File: src/pkg/general_output_defs.svh
`ifndef GENERAL_OUTPUT_DEFS_SVH
`define GENERAL_OUTPUT_DEFS_SVH

// ------------------------------------------------------------
// Port addresses
// ------------------------------------------------------------
`define GOC_WRITE_PORT    16'h03c2
`define GOC_READ_PORT     16'h03cc
`define GOC_STATUS_MONO   16'h03ba
`define GOC_STATUS_COLOR  16'h03da
`define GOC_INDEX_MONO    16'h03b4
`define GOC_INDEX_COLOR   16'h03d4
`define GOC_DATA_MONO     16'h03b5
`define GOC_DATA_COLOR    16'h03d5

// ------------------------------------------------------------
// Field positions, reset value, write mask
// ------------------------------------------------------------
`define GOC_VPOL_BIT      7
`define GOC_HPOL_BIT      6
`define GOC_PAGE_BIT      5
`define GOC_CLKSEL_HI     3
`define GOC_CLKSEL_LO     2
`define GOC_MEMEN_BIT     1
`define GOC_COLOR_BIT     0
`define GOC_RESET_VALUE   8'h00
`define GOC_WRITE_MASK    8'hef
`define GOC_POL_RESERVED  2'h0

// ------------------------------------------------------------
// Graphics modes in which page select applies
// ------------------------------------------------------------
`define GOC_MODE_A        8'h06
`define GOC_MODE_B        8'h0d
`define GOC_MODE_C        8'h0e
`define GOC_MODE_D        8'h11
`define GOC_MODE_E        8'h12

`endif

File: src/pkg/general_output_pkg.sv
package general_output_pkg;

	typedef enum logic [3:0]
	{
		VCLK_SYNTH0    = 4'h0,
		VCLK_SYNTH1    = 4'h1,
		VCLK_SYNTH2    = 4'h2,
		VCLK_SYNTH3    = 4'h3,
		VCLK_MCLK      = 4'h4,
		VCLK_MCLK_HALF = 4'h5,
		VCLK_FEAT_DAC  = 4'h6,
		VCLK_FEAT_BOTH = 4'h7,
		VCLK_CRYSTAL   = 4'h8
	} vclk_src_t;

endpackage

File: src/pkg/clock_sel_if.sv
interface clock_sel_if;
	import general_output_pkg::*;

	logic [1:0] clock_bits;
	logic       hw_config;
	logic       sw_config;
	logic       mclk_source;
	logic       mclk_half;
	logic       half_enable;
	logic       tv_out_en;
	logic       tv_cfg;
	vclk_src_t  source;

	modport selector
	(
		input  clock_bits, hw_config, sw_config, mclk_source,
		input  mclk_half, half_enable, tv_out_en, tv_cfg,
		output source
	);

	modport owner
	(
		output clock_bits, hw_config, sw_config, mclk_source,
		output mclk_half, half_enable, tv_out_en, tv_cfg,
		input  source
	);
endinterface

File: src/core/clock_source_select.sv
module clock_source_select
	import general_output_pkg::*;
(
	clock_sel_if.selector cs
);

	// ------------------------------------------------------------
	// Candidate sources
	// ------------------------------------------------------------
	wire       halve_ok;
	wire       tv_crystal;
	wire       cfg_crystal;
	vclk_src_t mclk_pick;
	vclk_src_t feat_pick;
	vclk_src_t synth_pick;

	assign halve_ok   = cs.mclk_half && cs.half_enable;
	assign mclk_pick  = halve_ok ? VCLK_MCLK_HALF : VCLK_MCLK;
	assign tv_crystal = !cs.hw_config && cs.tv_out_en
		&& cs.tv_cfg;
	assign cfg_crystal = cs.hw_config && cs.sw_config;
	assign feat_pick  = cs.clock_bits[1] ? VCLK_FEAT_BOTH
		: VCLK_FEAT_DAC;
	assign synth_pick = vclk_src_t'({2'h0, cs.clock_bits});

	// ------------------------------------------------------------
	// Priority: memory clock, crystal, feature port, synthesizer
	// ------------------------------------------------------------
	assign cs.source = cs.mclk_source ? mclk_pick
		: (tv_crystal || cfg_crystal) ? VCLK_CRYSTAL
		: cs.sw_config ? feat_pick
		: synth_pick;

endmodule

File: src/core/general_output_control.sv
// What this block does
// - Vertical polarity 0: sync idles low, pulses high; 1: idles high.
// - Horizontal polarity 0: sync idles low, pulses high; 1: idles high.
// - Panel-type bit with polarity code 00 selects 800x600 LCD panel.
// - Odd/even on: page bit 0 selects odd, 1 selects even locations.
// - Page select only applies in graphics modes 6h, Dh, Eh, 11h, 12h.
// - Page select ignored when graphics chain or chain-four bit set.
// - Clock bits pick synthesizer 0-3; memory clock source picks mclk/half.
// - Software feature config routes feature clock to DAC, or DAC+CRT.
// - TV-out with TV config bit (hw config bit clear), or both config bits, select the crystal pin clock.
// - Display memory enable 0 blocks all host memory responses.
// - Bit 0 picks mono 3Bx or colour 3Dx status/controller decoding.
// - Register written at port 3C2, read back at port 3CC.
module general_output_control
	import general_output_pkg::*;
#(
	parameter int ADDR_W = 16,
	parameter int DATA_W = 8
)
(
	input  wire logic              mclk,
	input  wire logic              sys_rst,
	input  wire logic [ADDR_W-1:0] io_addr,
	input  wire logic              io_wr,
	input  wire logic              io_rd,
	input  wire logic [DATA_W-1:0] io_wdata,
	input  wire logic              vsync_raw,
	input  wire logic              hsync_raw,
	input  wire logic              panel_type_bit,
	input  wire logic              seq_odd_even,
	input  wire logic              seq_chain_four,
	input  wire logic              gfx_chain,
	input  wire logic [7:0]        video_mode,
	input  wire logic              hw_config_bit,
	input  wire logic              sw_config_bit,
	input  wire logic              mclk_source_bit,
	input  wire logic              mclk_half_bit,
	input  wire logic              half_enable_bit,
	input  wire logic              tv_out_enable,
	input  wire logic              tv_config_bit,
	input  wire logic              host_mem_req,
	output logic [DATA_W-1:0]      io_rdata,
	output logic                   io_rdata_valid,
	output logic [DATA_W-1:0]      ctrl_value,
	output logic                   vsync_out,
	output logic                   hsync_out,
	output logic                   panel_800x600,
	output logic                   page_odd_only,
	output logic                   page_even_only,
	output vclk_src_t              vclk_source,
	output logic                   mem_respond,
	output logic                   status_port_hit,
	output logic                   crt_index_hit,
	output logic                   crt_data_hit
);

	`include "general_output_defs.svh"

	// ------------------------------------------------------------
	// Elaboration checks
	// ------------------------------------------------------------
	if (DATA_W != 8)
	begin : g_bad_data
		$error("DATA_W must be 8");
	end
	if (ADDR_W != 16)
	begin : g_bad_addr
		$error("ADDR_W must be 16");
	end

	function automatic logic [15:0] pick_port
	(
		input logic [15:0] mono,
		input logic [15:0] color,
		input logic        sel
	);
		return sel ? color : mono;
	endfunction

	// ------------------------------------------------------------
	// Port decode
	// ------------------------------------------------------------
	logic [DATA_W-1:0] ctrl_q;
	logic [DATA_W-1:0] ctrl_d;
	wire               wr_hit;
	wire               rd_hit;
	wire               color_sel;
	wire [15:0]        status_port;
	wire [15:0]        index_port;
	wire [15:0]        data_port;

	assign wr_hit = io_wr && io_addr == `GOC_WRITE_PORT;
	assign rd_hit = io_rd && io_addr == `GOC_READ_PORT;
	assign color_sel = ctrl_q[`GOC_COLOR_BIT];
	assign status_port = pick_port(`GOC_STATUS_MONO, `GOC_STATUS_COLOR,
		color_sel);
	assign index_port = pick_port(`GOC_INDEX_MONO, `GOC_INDEX_COLOR,
		color_sel);
	assign data_port = pick_port(`GOC_DATA_MONO, `GOC_DATA_COLOR,
		color_sel);

	// ------------------------------------------------------------
	// Control register
	// ------------------------------------------------------------
	assign ctrl_d = wr_hit ? (io_wdata & `GOC_WRITE_MASK) : ctrl_q;

	always_ff @(posedge mclk)
	begin
		if (sys_rst)
			ctrl_q <= `GOC_RESET_VALUE;
		else
			ctrl_q <= ctrl_d;
	end

	// ------------------------------------------------------------
	// Derived controls
	// ------------------------------------------------------------
	wire [1:0] pol_code;
	wire       vsync_d;
	wire       hsync_d;
	wire       panel_d;
	wire       mode_ok;
	wire       page_active;
	wire       page_bit;

	assign pol_code = {ctrl_q[`GOC_VPOL_BIT], ctrl_q[`GOC_HPOL_BIT]};
	assign vsync_d = vsync_raw ^ ctrl_q[`GOC_VPOL_BIT];
	assign hsync_d = hsync_raw ^ ctrl_q[`GOC_HPOL_BIT];
	assign panel_d = panel_type_bit
		&& pol_code == `GOC_POL_RESERVED;
	assign mode_ok = video_mode == `GOC_MODE_A
		|| video_mode == `GOC_MODE_B
		|| video_mode == `GOC_MODE_C
		|| video_mode == `GOC_MODE_D
		|| video_mode == `GOC_MODE_E;
	assign page_active = seq_odd_even && mode_ok
		&& !gfx_chain && !seq_chain_four;
	assign page_bit = ctrl_q[`GOC_PAGE_BIT];

	// ------------------------------------------------------------
	// Video clock source
	// ------------------------------------------------------------
	clock_sel_if cs ();

	assign cs.clock_bits  = ctrl_q[`GOC_CLKSEL_HI:`GOC_CLKSEL_LO];
	assign cs.hw_config   = hw_config_bit;
	assign cs.sw_config   = sw_config_bit;
	assign cs.mclk_source = mclk_source_bit;
	assign cs.mclk_half   = mclk_half_bit;
	assign cs.half_enable = half_enable_bit;
	assign cs.tv_out_en   = tv_out_enable;
	assign cs.tv_cfg      = tv_config_bit;

	clock_source_select u_clock_sel
	(
		.cs (cs.selector)
	);

	// ------------------------------------------------------------
	// Output registers
	// ------------------------------------------------------------
	always_ff @(posedge mclk)
	begin
		if (sys_rst)
		begin
			io_rdata        <= '0;
			io_rdata_valid  <= 1'b0;
			vsync_out       <= 1'b0;
			hsync_out       <= 1'b0;
			panel_800x600   <= 1'b0;
			page_odd_only   <= 1'b0;
			page_even_only  <= 1'b0;
			vclk_source     <= VCLK_SYNTH0;
			mem_respond     <= 1'b0;
			status_port_hit <= 1'b0;
			crt_index_hit   <= 1'b0;
			crt_data_hit    <= 1'b0;
		end
		else
		begin
			io_rdata        <= rd_hit ? ctrl_q : '0;
			io_rdata_valid  <= rd_hit;
			vsync_out       <= vsync_d;
			hsync_out       <= hsync_d;
			panel_800x600   <= panel_d;
			page_odd_only   <= page_active && !page_bit;
			page_even_only  <= page_active && page_bit;
			vclk_source     <= cs.source;
			mem_respond     <= host_mem_req
				&& ctrl_q[`GOC_MEMEN_BIT];
			status_port_hit <= (io_wr || io_rd)
				&& io_addr == status_port;
			crt_index_hit   <= (io_wr || io_rd)
				&& io_addr == index_port;
			crt_data_hit    <= (io_wr || io_rd)
				&& io_addr == data_port;
		end
	end

	assign ctrl_value = ctrl_q;

	// ------------------------------------------------------------
	// Assertions
	// ------------------------------------------------------------
	a_vsync_polarity: assert property (@(posedge mclk)
		disable iff (sys_rst)
		1'b1 |=> vsync_out == ($past(vsync_raw) ^ $past(ctrl_q[7])))
		else $error("vertical sync polarity wrong");

	a_hsync_polarity: assert property (@(posedge mclk)
		disable iff (sys_rst)
		1'b1 |=> hsync_out == ($past(hsync_raw) ^ $past(ctrl_q[6])))
		else $error("horizontal sync polarity wrong");

	a_panel_code: assert property (@(posedge mclk)
		disable iff (sys_rst)
		panel_type_bit && ctrl_q[7:6] == 2'h0 |=> panel_800x600)
		else $error("panel code not flagged");

	a_page_select: assert property (@(posedge mclk)
		disable iff (sys_rst)
		page_active |=> (page_even_only == $past(page_bit))
			&& (page_odd_only != page_even_only))
		else $error("page select wrong");

	a_page_mode: assert property (@(posedge mclk)
		disable iff (sys_rst)
		!mode_ok |=> !page_odd_only && !page_even_only)
		else $error("page select outside listed modes");

	a_page_ignore: assert property (@(posedge mclk)
		disable iff (sys_rst)
		gfx_chain || seq_chain_four |=> !page_odd_only && !page_even_only)
		else $error("page select not ignored");

	a_clock_mclk: assert property (@(posedge mclk)
		disable iff (sys_rst)
		mclk_source_bit |=> vclk_source == ($past(mclk_half_bit)
			&& $past(half_enable_bit) ? VCLK_MCLK_HALF : VCLK_MCLK))
		else $error("memory clock source wrong");

	a_clock_synth: assert property (@(posedge mclk)
		disable iff (sys_rst)
		!mclk_source_bit && !hw_config_bit && !sw_config_bit
			&& !(tv_out_enable && tv_config_bit)
		|=> vclk_source == vclk_src_t'({2'h0, $past(ctrl_q[3:2])}))
		else $error("synthesizer setting wrong");

	a_clock_feature: assert property (@(posedge mclk)
		disable iff (sys_rst)
		sw_config_bit && !hw_config_bit && !mclk_source_bit
			&& !(tv_out_enable && tv_config_bit)
		|=> vclk_source == ($past(ctrl_q[3]) ? VCLK_FEAT_BOTH
			: VCLK_FEAT_DAC))
		else $error("feature clock routing wrong");

	a_clock_crystal: assert property (@(posedge mclk)
		disable iff (sys_rst)
		!mclk_source_bit && (hw_config_bit && sw_config_bit
			|| !hw_config_bit && tv_out_enable && tv_config_bit)
		|=> vclk_source == VCLK_CRYSTAL)
		else $error("crystal clock not chosen");

	a_mem_gate: assert property (@(posedge mclk)
		disable iff (sys_rst)
		1'b1 |=> mem_respond == ($past(host_mem_req) && $past(ctrl_q[1])))
		else $error("memory response gate wrong");

	a_decode_color: assert property (@(posedge mclk)
		disable iff (sys_rst)
		io_rd && io_addr == (ctrl_q[0] ? 16'h03da : 16'h03ba)
		|=> status_port_hit)
		else $error("status port decode wrong");

	a_readback: assert property (@(posedge mclk)
		disable iff (sys_rst)
		wr_hit ##1 rd_hit |=> io_rdata_valid
			&& io_rdata == ($past(io_wdata, 2) & 8'hef))
		else $error("readback mismatch");

	a_write_mask: assert property (@(posedge mclk)
		disable iff (sys_rst)
		wr_hit |=> ctrl_q == ($past(io_wdata) & 8'hef))
		else $error("written value or reserved bit wrong");

	a_reset_clear: assert property (@(posedge mclk)
		disable iff (sys_rst)
		$fell(sys_rst) |-> ctrl_q == 8'h00 && !ctrl_q[4] ##1 !ctrl_q[4])
		else $error("reset or reserved bit wrong");

endmodule

File: config.mk
export PLATFORM = sky130hd
export DESIGN_NAME = general_output_control
export DESIGN_NICKNAME = d
export VERILOG_FILES = /design/src/pkg/general_output_pkg.sv /design/src/pkg/clock_sel_if.sv /design/src/core/clock_source_select.sv /design/src/core/general_output_control.sv
export VERILOG_INCLUDE_DIRS = /design/src /design/src/pkg
export SDC_FILE = /design/constraint.sdc
export NUM_CORES = 1
export LEC_CHECK = 0
export ABC_AREA = 1
export BUFFER_PORTS_ARGS = -buffer_cell sky130_fd_sc_hd__buf_2
export CAP_MARGIN = 30
export CORE_ASPECT_RATIO = 1.4
export CORE_MARGIN = 4
export CORE_UTILIZATION = 40
export CTS_CLUSTER_DIAMETER = 40
export DETAILED_ROUTE_END_ITERATION = 16
export PLACE_DENSITY_LB_ADDON = 0.25
export REMOVE_ABC_BUFFERS = 1
export SLEW_MARGIN = 20
export SYNTH_ARGS = -nofsm -noshare
export SYNTH_HDL_FRONTEND = slang
export SYNTH_SLANG_ARGS = --single-unit
File: constraint.sdc
create_clock -name mclk -period 1.1 [get_ports mclk]
set_input_delay 0.055 -clock mclk [delete_from_list [all_inputs] [get_ports mclk]]
set_output_delay 0.055 -clock mclk [all_outputs]
set_load 0.02 [all_outputs]
==> run_results.csv <==
group,metric,value,unit
global_route,use_met2,30.9,%
timing,maxSlewViolCount,0,
detailed_routing,dr.pass1.iters,2,
cts,numCtsBuffers,3,
global_route,antenna_found_initial,0,
setup_path,cp.required,1.32,ns
die,die_w,52.8,µm
place,place_ws,-0.00232,ns
global_route,grt_pass1_wl,4610,µm
detailed_routing,wire_per_inst,10.2,µm
place,dp.cells,263,
final_layout,antenna_cells,0,
timing,fin_ws,0.108,ns
timing,rsz0062_at_grt,"false",
cts,post-cts-setup-buffers,0,
power_and_ir_drop,ir_worst_vdd,583,µV
die,core_area,0.00267,mm²
setup_path,worst_setup_path_start_kind,"primary input",
power_and_ir_drop,p_leak,0.942,nW
synth,synth_edf_count,0,
place,dp_hpwl,2150,µm
synth,synthArstFlopShare,0,%
global_route,grt_max_degree,15,
global_route,grt_pass1_vias,1191,
timing,finalCritPeriodShare,90.1,%
timing,finalSetupViolations,0,
power_and_ir_drop,power.share.clock,23.6,%
place,gp_congestion,0.764,
detailed_routing,drtIter0Drc,10,
cts,clkTransAtPathRegs,0.13,ns
global_route,met3_usage,3.16,%
cts,h-tree-depth,1,
place,port-buffer-count,76,
cts,cts_sinks,28,
detailed_routing,drtAntennaViolNets,0,
die,io_pins,80,
final_layout,nets,299,
synth,synth_area_leader_cell,"dfxtp_1",
synth,yosysWarnings,0,
detailed_routing,viasPerCell,4.26,
timing,finalHoldViolCount,0,
synth,netlist_instances,152,
synth,synth-main-ff-cell,"dfxtp_1",
run,max-cap-violations,0,
setup_path,crit_path_end_kind,"flop",
detailed_routing,vias,1206,
global_route,globalRouteMet1Util,16.0,%
final_layout,syn_to_final_growth,54.0,%
synth,syn_area,0.00112,mm²
synth,ys_top_cells_by_area,"dfxtp_1 50%, nor2_1 14%, nand2_1 9.7%, inv_1 5.3%, nand3_1 3.1%",
power_and_ir_drop,p_per_area,971,mW/mm²
die,chipHeight,70.7,µm
outcome,outcome,"complete, no violations",
timing,max_freq,1010,MHz
timing,fin_skew,0.00128,ns
cts,clk_latency,0.31,ns
setup_path,path_class,"in2reg",
power_and_ir_drop,total_power,1.68,mW
detailed_routing,drc_errors,0,
cts,cts_tree,"yes",
power_and_ir_drop,power_frac_comb,15.2,%
synth,yosys.cell_count.top_type,"nor2_1",
die,rows,22,
synth,synth_commonest_cells,"42 x nor2_1, 29 x nand2_1, 28 x dfxtp_1",
final_layout,stdcell_count,283,
cts,clockBufferDepth,2,
synth,ys_types,22,
global_route,track_usage,16.0,%
global_route,overflow,0,
power_and_ir_drop,seq_power_share,61.2,%
synth,ys_seq_area_share,49.9,%
power_and_ir_drop,netSwitchingPower,386,µW
timing,fin_setup_tns,0,ns
final_layout,layout-drive-gt1-share,35.6,%
timing,min_period,0.992,ns
setup_path,cp.arrival,1.21,ns
die,initial_core_util,42.1,%
global_route,grt_busiest_layer,"met2",
final_layout,utilization,64.8,%
power_and_ir_drop,p_sw_share,23.0,%
setup_path,cp_max_fo,4,
cts,root_buffer,"clkbuf_4",
final_layout,fillers,249,
power_and_ir_drop,intPower,1.29,mW
synth,synth_top_area_share,49.9,%
synth,postSynthAreaPerCell,7.39,µm²
die,die-area,0.00373,mm²
worst_hold_path,hold_path.class,"in2reg",
detailed_routing,wl,2900,µm
synth,synth-seq-cells,28,
==> kinds of logic after synthesis <==
| logic type | count (synthesis) | synth area share, % |
|---|---|---|
| AO/OA/AOI/OAI | 8 | 3.79 |
| XOR/XNOR | 3 | 2.34 |
| buffers and inverters | 23 | 9.02 |
| flip-flops | 28 | 49.9 |
| other | 1 | 0.334 |
| AND/OR/NAND/NOR | 89 | 34.6 |
==> cell type report <==
type / count / area (µm²) / share of cell area (%)
tap: 36 / 45.0 / 2.60
clock buffer: 3 / 22.5 / 1.30
multi-input combinational: 102 / 465 / 26.9
timing repair buffer: 95 / 566 / 32.7
inverter: 19 / 71.3 / 4.12
sequential: 28 / 561 / 32.4
==> routing by layer <==
layer / vias up / share of wire (%)
li1: 651 / -
met1: 501 / 38
met2: 52 / 52
met3: 2 / 8.9
met4: 0 / 1.2
met5: - / 0
==> placed cells by master (no fill, tap or decap), drive strengths merged <==
cell type,n
clkbuf,3
dlygate4sd3,17
dfxtp,28
nor3b,2
conb,2
nand4,4
a211oi,1
inv,19
nand3,8
nor3,3
nand2,29
nor2,43
o21ai,5
xnor2,3
buf,78
a21oi,2
==> critical path: stages <==
cell and delay [ns]:
dlygate4sd3_1 0.53, buf_2 0.13, inv_1 0.05, o21ai_0 0.21
inv_1 0.11, nand3_1 0.08, a21oi_1 0.06
==> path summary, 6_finish.rpt <==
path | depth (start not counted) | endpoint | slack (ns) | from
setup / recovery | 7 | vclk_source[0]$_SDFF_PP0_ | 0.11 | sw_config_bit
setup reg to reg | 5 | crt_data_hit$_SDFF_PP0_ | 0.19 | ctrl_value[0]$_SDFFE_PP0P_
hold / removal | 4 | page_odd_only$_SDFF_PP0_ | 0.02 | seq_chain_four
hold reg to reg | 1 | page_odd_only$_SDFF_PP0_ | 0.45 | ctrl_value[5]$_SDFFE_PP0P_
==> power groups by stage <==
stage          logic (mW)  registers [mW]  clock network, mW
6_report            0.255            1.03              0.396
5_1_grt             0.285            1.03              0.435
4_1_cts             0.252            1.03              0.411
3_5_place_dp        0.208            1.05                  0
3_3_place_gp        0.205            1.05                  0
2_1_floorplan      0.0640            1.07                  0
==> per-stage QoR <==
stage          area [µm²]  hold slack, ns
6_report             1730          0.0161
5_1_grt              1730         0.00640
4_1_cts              1720        0.000301
3_5_place_dp         1540           0.284
3_3_place_gp         1540           0.277
2_1_floorplan        1100           0.124
==> state kept, by name (all words and copies together) (netlist names) <==
name,count
status_port_hit,1
panel_800x600,1
io_rdata,7
io_rdata_valid,1
hsync_out,1
vsync_out,1
ctrl_value,7
crt_data_hit,1
vclk_source,4
mem_respond,1
crt_index_hit,1
page_odd_only,1
page_even_only,1
==> repair_timing <==
action                                 in CTS  in global routing
resized for setup                           0                  0
endpoints found under the hold margin      13                  1
hold buffers                               16                  1
(Power assumes the default switching activity.)
